## config.mk

```make
export PLATFORM = sky130hd
export DESIGN_NAME = pdsc_regs
export DESIGN_NICKNAME = d
export VERILOG_FILES = /design/src/design/pdsc_pkg.sv /design/src/design/pdsc_timer.sv /design/src/design/pdsc_regs.sv
export SDC_FILE = /design/constraint.sdc
export NUM_CORES = 1
export LEC_CHECK = 0
export BUFFER_PORTS_ARGS = -buffer_cell sky130_fd_sc_hd__buf_4
export CAP_MARGIN = 20
export CORE_MARGIN = 5
export CORE_UTILIZATION = 35
export DETAILED_ROUTE_END_ITERATION = 8
export HOLD_SLACK_MARGIN = 0.1
export PLACE_DENSITY = 0.5
export SLEW_MARGIN = 25
export SYNTH_ARGS = -nofsm -noshare
export SYNTH_HDL_FRONTEND = slang
export SYNTH_SLANG_ARGS = --single-unit
```

## constraint.sdc

```tcl
create_clock -name mclk -period 7.75 [get_ports mclk]
set_clock_uncertainty 0.05 [all_clocks]
set_input_delay 0.3875 -clock mclk [delete_from_list [all_inputs] [get_ports mclk]]
set_output_delay 0.3875 -clock mclk [all_outputs]
set_load 0.1 [all_outputs]
```

## src/design/pdsc_pkg.sv

```systemverilog
// Package for the PHY power-down and speed control register bank.
// Assumes 16-bit management registers addressed by a 5-bit register index.
package pdsc_pkg;
    // Register indices
    localparam logic [4:0] REG_SLEEP_CS = 5'h15;
    localparam logic [4:0] REG_SPEED_CTL = 5'h16;
    localparam logic [4:0] REG_SPEED_CTL3 = 5'h17;
    // Field positions in energy_sleep_ctrl_status
    localparam int BIT_SLEEP_EN = 3;
    localparam int BIT_WAKE_PULSE_EN = 2;
    localparam int BIT_IN_SLEEP = 1;
    localparam int BIT_SPARE0 = 0;
    // Field positions in link_speed_clock_ctrl; RETRY_LSB is in REG_SPEED_CTL3
    localparam int BIT_HD_CRS_EN = 15;
    localparam int BIT_FALLBACK_EN = 10;
    localparam int RETRY_LSB = 10;
    // Reset values
    localparam logic [15:0] RST_SLEEP_CS = 16'h0000;
    localparam logic [15:0] RST_SPEED_CTL = 16'h0308;
    localparam logic [15:0] RST_SPEED_CTL3 = 16'h3048;
    // Writable masks; RST_RETRY is the reset retry count
    localparam logic [15:0] WMASK_SLEEP_CS = 16'h000d;
    localparam logic [2:0] RST_RETRY = 3'h4;
    // Timing: quiet time before sleeping and wake pulse period
    localparam int CLK_HZ = 25_000_000;
    localparam int QUIET_S = 3;
    localparam int QUIET_CYC = QUIET_S * CLK_HZ;
    localparam int WAKE_MS = 1000;
    localparam int WAKE_CYC = WAKE_MS * (CLK_HZ / 1000);
    localparam int PULSE_CYC = 16;
    // Link attempt time before declaring a failure
    localparam int LINK_TRY_MS = 2000;
    localparam int LINK_TRY_CYC = LINK_TRY_MS * (CLK_HZ / 1000);

    typedef struct packed {
        logic wr;
        logic [4:0] addr;
        logic [15:0] wdata;
    } pdsc_req_s;

    typedef struct packed {
        logic sleep_en;
        logic wake_en;
    } pdsc_strap_s;

    typedef enum logic [1:0] {
        LS_HIGH,
        LS_LOW,
        LS_UP
    } pdsc_link_e;
endpackage : pdsc_pkg

```

## src/design/pdsc_timer.sv

```systemverilog
// Reloadable down-counter giving a one-cycle done pulse.
// Assumes a single clock and synchronous start/clear controls.
`timescale 1ns/1ns
`default_nettype none
module pdsc_timer #(
    parameter int WIDTH = 32
) (
    input wire logic mclk,
    input wire logic rst,
    input wire logic clr,
    input wire logic start,
    input wire logic [WIDTH-1:0] load,
    output logic busy,
    output logic done
);
    logic [WIDTH-1:0] cnt_r;
    logic busy_r;
    logic done_r;

    ////////////////////////////////////////////////////////////////////////
    // Start reloads; clear wins so a stale timeout never fires
    always_ff @(posedge mclk or posedge rst) begin
        if (rst) begin
            cnt_r <= '0;
            busy_r <= 1'b0;
            done_r <= 1'b0;
        end else if (clr) begin
            busy_r <= 1'b0;
            done_r <= 1'b0;
        end else if (start) begin
            cnt_r <= load;
            busy_r <= 1'b1;
            done_r <= 1'b0;
        end else if (busy_r && cnt_r <= WIDTH'(1)) begin
            busy_r <= 1'b0;
            done_r <= 1'b1;
        end else begin
            cnt_r <= busy_r ? cnt_r - WIDTH'(1) : cnt_r;
            done_r <= 1'b0;
        end
    end

    assign busy = busy_r;
    assign done = done_r;
endmodule : pdsc_timer
`default_nettype wire

```

## src/design/pdsc_regs.sv

```systemverilog
// Power-down and speed control register bank of a 10/100 PHY.
// Assumes a management frame engine presents one register access per
// mgmt_strobe, and line energy and link status arrive synchronous to mclk.
`timescale 1ns/1ns
`default_nettype none
module pdsc_regs #(
    parameter int QUIET_CYCLES = pdsc_pkg::QUIET_CYC,
    parameter int WAKE_CYCLES = pdsc_pkg::WAKE_CYC,
    parameter int LINK_CYCLES = pdsc_pkg::LINK_TRY_CYC
) (
    input wire logic mclk,
    input wire logic rst,
    input wire logic mgmt_strobe,
    input wire pdsc_pkg::pdsc_req_s mgmt_req,
    output logic [15:0] mgmt_rdata,
    output logic mgmt_hit,
    input wire pdsc_pkg::pdsc_strap_s strap,
    input wire logic line_energy,
    input wire logic an_enable,
    input wire logic adv_10m,
    input wire logic link_up,
    input wire logic half_duplex,
    input wire logic mac_tx_en,
    input wire logic rx_carrier,
    output logic crs,
    output logic in_sleep,
    output logic wake_pulse,
    output logic speed_10m,
    output logic link_restart
);
    logic [15:0] sleep_cs_r;
    logic [15:0] speed_ctl_r;
    logic [15:0] speed_ctl3_r;
    logic strap_done_r;
    logic in_sleep_r;
    logic speed_10m_r;
    logic crs_r;
    logic [2:0] tries_r;
    logic [2:0] tries_nxt;
    logic [7:0] pulse_r;
    pdsc_pkg::pdsc_link_e link_r;
    pdsc_pkg::pdsc_link_e link_nxt;

    wire wr_sleep = mgmt_strobe && mgmt_req.wr
        && mgmt_req.addr == pdsc_pkg::REG_SLEEP_CS;
    wire wr_speed = mgmt_strobe && mgmt_req.wr
        && mgmt_req.addr == pdsc_pkg::REG_SPEED_CTL;
    wire wr_speed3 = mgmt_strobe && mgmt_req.wr
        && mgmt_req.addr == pdsc_pkg::REG_SPEED_CTL3;
    wire sleep_en = sleep_cs_r[pdsc_pkg::BIT_SLEEP_EN];
    wire wake_en = sleep_cs_r[pdsc_pkg::BIT_WAKE_PULSE_EN];
    wire fb_en = speed_ctl_r[pdsc_pkg::BIT_FALLBACK_EN];
    wire [2:0] retry = speed_ctl3_r[pdsc_pkg::RETRY_LSB +: 3];

    ////////////////////////////////////////////////////////////////////////
    // Register writes; straps are caught on the first clock after reset
    always_ff @(posedge mclk or posedge rst) begin
        if (rst) begin
            sleep_cs_r <= pdsc_pkg::RST_SLEEP_CS;
            speed_ctl_r <= pdsc_pkg::RST_SPEED_CTL;
            speed_ctl3_r <= pdsc_pkg::RST_SPEED_CTL3;
            strap_done_r <= 1'b0;
        end else if (!strap_done_r) begin
            strap_done_r <= 1'b1;
            sleep_cs_r[pdsc_pkg::BIT_SLEEP_EN] <= strap.sleep_en;
            sleep_cs_r[pdsc_pkg::BIT_WAKE_PULSE_EN] <= strap.wake_en;
        end else begin
            if (wr_sleep) begin
                // Status and reserved bits are not stored
                sleep_cs_r <= mgmt_req.wdata & pdsc_pkg::WMASK_SLEEP_CS;
            end
            if (wr_speed) begin
                speed_ctl_r <= mgmt_req.wdata;
            end
            if (wr_speed3) begin
                speed_ctl3_r <= {2'h0, mgmt_req.wdata[13:0]};
            end
        end
    end

    ////////////////////////////////////////////////////////////////////////
    // Energy-detect power-down: quiet timer and wake pulse timer
    logic quiet_done;
    logic quiet_busy;
    logic wake_done;
    wire quiet_clr = !sleep_en || line_energy || in_sleep_r;
    wire quiet_start = !quiet_busy && !quiet_done && !quiet_clr;

    pdsc_timer #(.WIDTH(32)) u_quiet (
        .mclk(mclk),
        .rst(rst),
        .clr(quiet_clr),
        .start(quiet_start),
        .load(32'(QUIET_CYCLES)),
        .busy(quiet_busy),
        .done(quiet_done)
    );

    logic wake_busy;
    wire wake_clr = !in_sleep_r || !wake_en;
    pdsc_timer #(.WIDTH(32)) u_wake (
        .mclk(mclk),
        .rst(rst),
        .clr(wake_clr),
        .start(!wake_clr && !wake_busy),
        .load(32'(WAKE_CYCLES)),
        .busy(wake_busy),
        .done(wake_done)
    );

    // Sleep state; energy or disable exits at once
    always_ff @(posedge mclk or posedge rst) begin
        if (rst) begin
            in_sleep_r <= 1'b0;
        end else if (!sleep_en || line_energy) begin
            in_sleep_r <= 1'b0;
        end else if (quiet_done) begin
            in_sleep_r <= 1'b1;
        end
    end

    // Pulse burst length; avoids both ends sleeping forever.
    // A burst is cut on the same edge that power-down is left, so no
    // stray pulse is ever launched outside power-down.
    always_ff @(posedge mclk or posedge rst) begin
        if (rst) begin
            pulse_r <= 8'h00;
        end else if (wake_clr || !sleep_en || line_energy) begin
            pulse_r <= 8'h00;
        end else if (wake_done) begin
            pulse_r <= 8'(pdsc_pkg::PULSE_CYC);
        end else if (pulse_r != 8'h00) begin
            pulse_r <= pulse_r - 8'h01;
        end
    end

    ////////////////////////////////////////////////////////////////////////
    // Carrier sense toward the MAC
    always_ff @(posedge mclk or posedge rst) begin
        if (rst) begin
            crs_r <= 1'b0;
        end else begin
            crs_r <= rx_carrier || (mac_tx_en && half_duplex
                && speed_ctl_r[pdsc_pkg::BIT_HD_CRS_EN]);
        end
    end

    ////////////////////////////////////////////////////////////////////////
    // Speed fallback: count failed link attempts at the high speed
    logic try_done;
    logic try_busy;
    wire try_clr = link_up || link_r != pdsc_pkg::LS_HIGH || !an_enable;
    pdsc_timer #(.WIDTH(32)) u_try (
        .mclk(mclk),
        .rst(rst),
        .clr(try_clr),
        .start(!try_clr && !try_busy && !try_done),
        .load(32'(LINK_CYCLES)),
        .busy(try_busy),
        .done(try_done)
    );

    // Fallback needs the enable, autonegotiation and 10M advertised
    wire fb_ok = fb_en && an_enable && adv_10m;

    always_comb begin
        link_nxt = link_r;
        tries_nxt = tries_r;
        case (link_r)
            pdsc_pkg::LS_HIGH: begin
                if (link_up) begin
                    link_nxt = pdsc_pkg::LS_UP;
                    tries_nxt = 3'h0;
                end else if (try_done && fb_ok) begin
                    if (tries_r >= retry) begin
                        link_nxt = pdsc_pkg::LS_LOW;
                        tries_nxt = 3'h0;
                    end else begin
                        tries_nxt = tries_r + 3'h1;
                    end
                end
            end
            pdsc_pkg::LS_LOW: begin
                if (!fb_ok) begin
                    link_nxt = pdsc_pkg::LS_HIGH;
                end else if (link_up) begin
                    link_nxt = pdsc_pkg::LS_UP;
                end
            end
            pdsc_pkg::LS_UP: begin
                if (!link_up) begin
                    link_nxt = pdsc_pkg::LS_HIGH;
                end
            end
            default: link_nxt = pdsc_pkg::LS_HIGH;
        endcase
    end

    always_ff @(posedge mclk or posedge rst) begin
        if (rst) begin
            link_r <= pdsc_pkg::LS_HIGH;
            tries_r <= 3'h0;
            speed_10m_r <= 1'b0;
        end else begin
            link_r <= link_nxt;
            tries_r <= tries_nxt;
            if (link_r == pdsc_pkg::LS_HIGH) begin
                speed_10m_r <= 1'b0;
            end else if (link_nxt == pdsc_pkg::LS_LOW) begin
                speed_10m_r <= 1'b1;
            end
        end
    end

    ////////////////////////////////////////////////////////////////////////
    // Read mux; upper status field is always zero
    wire [15:0] sleep_rd = {12'h000, sleep_cs_r[3:2], in_sleep_r,
        sleep_cs_r[pdsc_pkg::BIT_SPARE0]};

    always_comb begin
        case (mgmt_req.addr)
            pdsc_pkg::REG_SLEEP_CS: mgmt_rdata = sleep_rd;
            pdsc_pkg::REG_SPEED_CTL: mgmt_rdata = speed_ctl_r;
            pdsc_pkg::REG_SPEED_CTL3: mgmt_rdata = speed_ctl3_r;
            default: mgmt_rdata = 16'h0000;
        endcase
    end

    assign mgmt_hit = mgmt_req.addr == pdsc_pkg::REG_SLEEP_CS
        || mgmt_req.addr == pdsc_pkg::REG_SPEED_CTL
        || mgmt_req.addr == pdsc_pkg::REG_SPEED_CTL3;
    assign crs = crs_r;
    assign in_sleep = in_sleep_r;
    assign wake_pulse = pulse_r != 8'h00;
    assign speed_10m = speed_10m_r;
    assign link_restart = try_done;
endmodule : pdsc_regs
`default_nettype wire

```

==> summary.txt <==
Run status
  – Status: completed

Cells and area
  – Fillers: 2370
  – Nets: 950
  – Syn-to-layout area delta: 16.45%
  – Share of cells above drive strength 1: 0.1885
  – ANT cells: 0
  – Post-Route Utilization: 0.4123

Worst setup path
  – RR Endpoint: u_wake.cnt_r[17]
  – Worst Path Required: 8020 ps
  – Worst R2R Path Depth: 6
  – Worst r2r src: u_wake.cnt_r[11]
  – Flop2flop setup slack: 4570 ps
  – CP Capture Point: u_wake.cnt_r[17]
  – Critical Path End Type: register
  – WP data arrival: 3440 ps
  – Crit path max fanout: 18
  – WS Path Type: reg2reg
  – Critical Path Start: u_wake.cnt_r[11]
  – CP startpoint kind: register

Floorplanning
  – Core Region: 23400 um^2
  – Num ports: 56
  – Die area: 26850 um^2
  – Die Y: 163.9 um
  – Die span in x: 163.9 um
  – Initial core utilization: 0.3540
  – Row count: 56

Timing
  – Final hold vios: 0
  – Tcrit/Tclk final: 0.4097
  – Worst Tran Pin Value: 1009 ps
  – RSZ-0062 raised after global routing: no
  – Worst hold margin: 124.4 ps
  – Min Clock Period, post-route: 3175 ps
  – Final setup fails: 0
  – Slew Limit Headroom: 0.3248
  – Pins Over Slew Limit: 0
  – Setup_tns: 0 ps
  – Fmax: 314.9 MHz

Power and ir drop
  – Leak pwr: 0.004054 uW
  – Max rail drop VDD: 0.1388 mV
  – PwrDens: 203.2 nW/um^2

Yosys
  – Post-Syn Instances: 853
  – Synth Register Bits: 152
  – Syn Area/Cell: 9.713 um^2
  – Asr flop ratio synth: 1.000
  – Main synth FF type: dfrtp_1
  – Mapped cell area: 8285 um^2
  – Seq/Total Area, Yosys: 0.4601
  – EDFF count, synth: 0
  – Yosys warns: 0
  – Net count after synthesis: 898
  – Unique cell type count in the Yosys netlist: 78

Placement
  – Gp weighted congestion: 0.7549
  – I/O Buffers: 55
  – Dpl hpwl: 13600 um

GRT
  – GRT overflow: 0
  – First-pass GRT wire length: 33700 um
  – GRT Total Usage: 0.1525
  – Initial antenna violation count: 0
  – Routing usage on met2: 0.2369
  – Busiest grt layer: met2
  – Vias in the first global route: 6559
  – Pin count of the biggest net entering global routing: 64
  – Met3 Use GR: 0.02585
  – Grt met1 use: 0.2218

Clocking
  – CTS root buf: clkbuf_16
  – Clk buf depth: 2
  – Post-cts sizing count: 0
  – CTS Hold Bufs: 2
  – TritonCTS Sinks: 152
  – TritonCTS Buffers: 17
  – Post-CTS Setup Bufs: 0
  – Clk pin slew, worst setup/hold paths: 70 ps
  – CTS tree: yes
  – Clock latency on the worst-skew pair: 420 ps
  – H-tree depth: 4

Routing
  – DR vias: 6751
  – Via-to-Cell Ratio: 5.458
  – Routed WL: 20030 um
  – Routed WL per cell: 16.20 um
  – Drt pass-1 iters: 4
  – DRC errors left: 0
  – Detailed router's first-iteration violation count: 420
  – DRT antenna net count: 0

Min path
  – Class of the worst hold path: in2reg

Job
  – Max cap viols: 0
how the worst min path moves through the flow:
stage | startpoint | end | slack (ps) | cells past startpoint
after floorplan | link_up | link_r[0] | 410 | 1
after global placement | speed_ctl3_r[8] | speed_ctl3_r[8] | 440 | 1
after detailed placement | speed_10m | speed_10m | 440 | 1
after CTS | link_up | link_r[0] | 110 | 2
after global routing | link_up | link_r[0] | 120 | 2
final | link_up | link_r[0] | 120 | 2
area by class of cell:
type | count | area [um^2] | area share
repair buffers | 66 | 508.0 | 0.05265
clock inverters | 15 | 176.4 | 0.01829
clock buffers | 17 | 425.4 | 0.04409
flip-flops and latches | 152 | 3812 | 0.3952
inverters | 19 | 76.32 | 0.007911
well taps | 319 | 399.1 | 0.04137
multi-input cells | 649 | 4250 | 0.4405
where the power goes:
| group | internal [uW] | leakage [uW] | switching, uW |
|---|---|---|---|
| Clock | 464 | 0.000293 | 387 |
| Combinational | 89.1 | 0.00181 | 140 |
| Sequential | 838 | 0.00195 | 43.0 |
| Total | 1390 | 0.00405 | 570 |
flip-flops by register name (all words and copies together) (netlist names), 2 cells and up:
register / flops
link_r: 2
pulse_r: 8
sleep_cs_r: 3
speed_ctl3_r: 14
speed_ctl_r: 16
tries_r: 3
u_quiet.cnt_r: 32
u_try.cnt_r: 32
u_wake.cnt_r: 32
synthesized netlist by cell type (all sizes together), types with 19 or more instances:
master / instances / area (um^2)
o21ai: 55 / 282.8
clkbuf: 24 / 90.09
inv: 19 / 71.32
dfrtp: 145 / 3628
mux2: 33 / 371.6
or3: 30 / 192.7
nor3: 34 / 180.2
nand2: 66 / 247.7
a21oi: 42 / 214.0
nor4: 24 / 175.2
or4: 36 / 277.8
nand3: 35 / 175.2
nor2: 67 / 251.5
worst max-delay path, cell delays in order, from the launching register on:
cell     delay, ps
dfrtp_1        420
or4_1          650
nor3_2         390
nand4_1        690
nand2_1        520
inv_2          120
a41o_1         220
layer usage:
layer / wire [um] / up-vias
met1: 10200 / 3271
met2: 8983 / 97
met4: 220 / 0
li1: - / 3367
met3: 629 / 16
met5: 0 / -
placed cells by master (no fill, tap or decap), types with 8 or more instances in the layout:
cell         n
inv_6        8
a22o_1      11
a21oi_1     41
nor2_1      67
nor4_1      19
nand2b_1    15
dfrtp_1    145
nor3_1      32
or4_1       34
o21ai_0     49
mux2i_1     15
mux2_2      33
a31oi_1     11
nand4_1     10
and2_1      10
o31ai_1     14
inv_1       16
o41ai_1      9
nand2_1     66
buf_4       63
o211ai_1    12
or3_1       29
clkbuf_16   17
nand3_1     35
ha_1        11
through the flow:
stage | setup slack [ps] | std cells | area, um^2 | power (uW)
CTS | 4508 | 1236 | 9633 | 1985
detailed placement | 4513 | 1202 | 9011 | 1124
global placement | 4569 | 1202 | 9011 | 1123
floorplan | 3231 | 853 | 8285 | 1050
global route | 4284 | 1237 | 9648 | 2057
finish | 4575 | 1237 | 9648 | 1961
cell families (layout without fill, tap and decap cells):
| family | Yosys count | count (layout) | share of synthesized area |
|---|---|---|---|
| adder cells (fa/ha/maj) | 11 | 11 | 0.01661 |
| other | 1 | 1 | 0.0004526 |
| buffers and inverters | 52 | 117 | 0.02824 |
| multiplexers | 48 | 48 | 0.06297 |
| AND/OR/NAND/NOR | 381 | 381 | 0.2599 |
| flip-flops | 152 | 152 | 0.4601 |
| AO/OA/AOI/OAI | 202 | 202 | 0.1654 |
| XOR/XNOR | 6 | 6 | 0.006342 |
(Power assumes the default switching activity.)
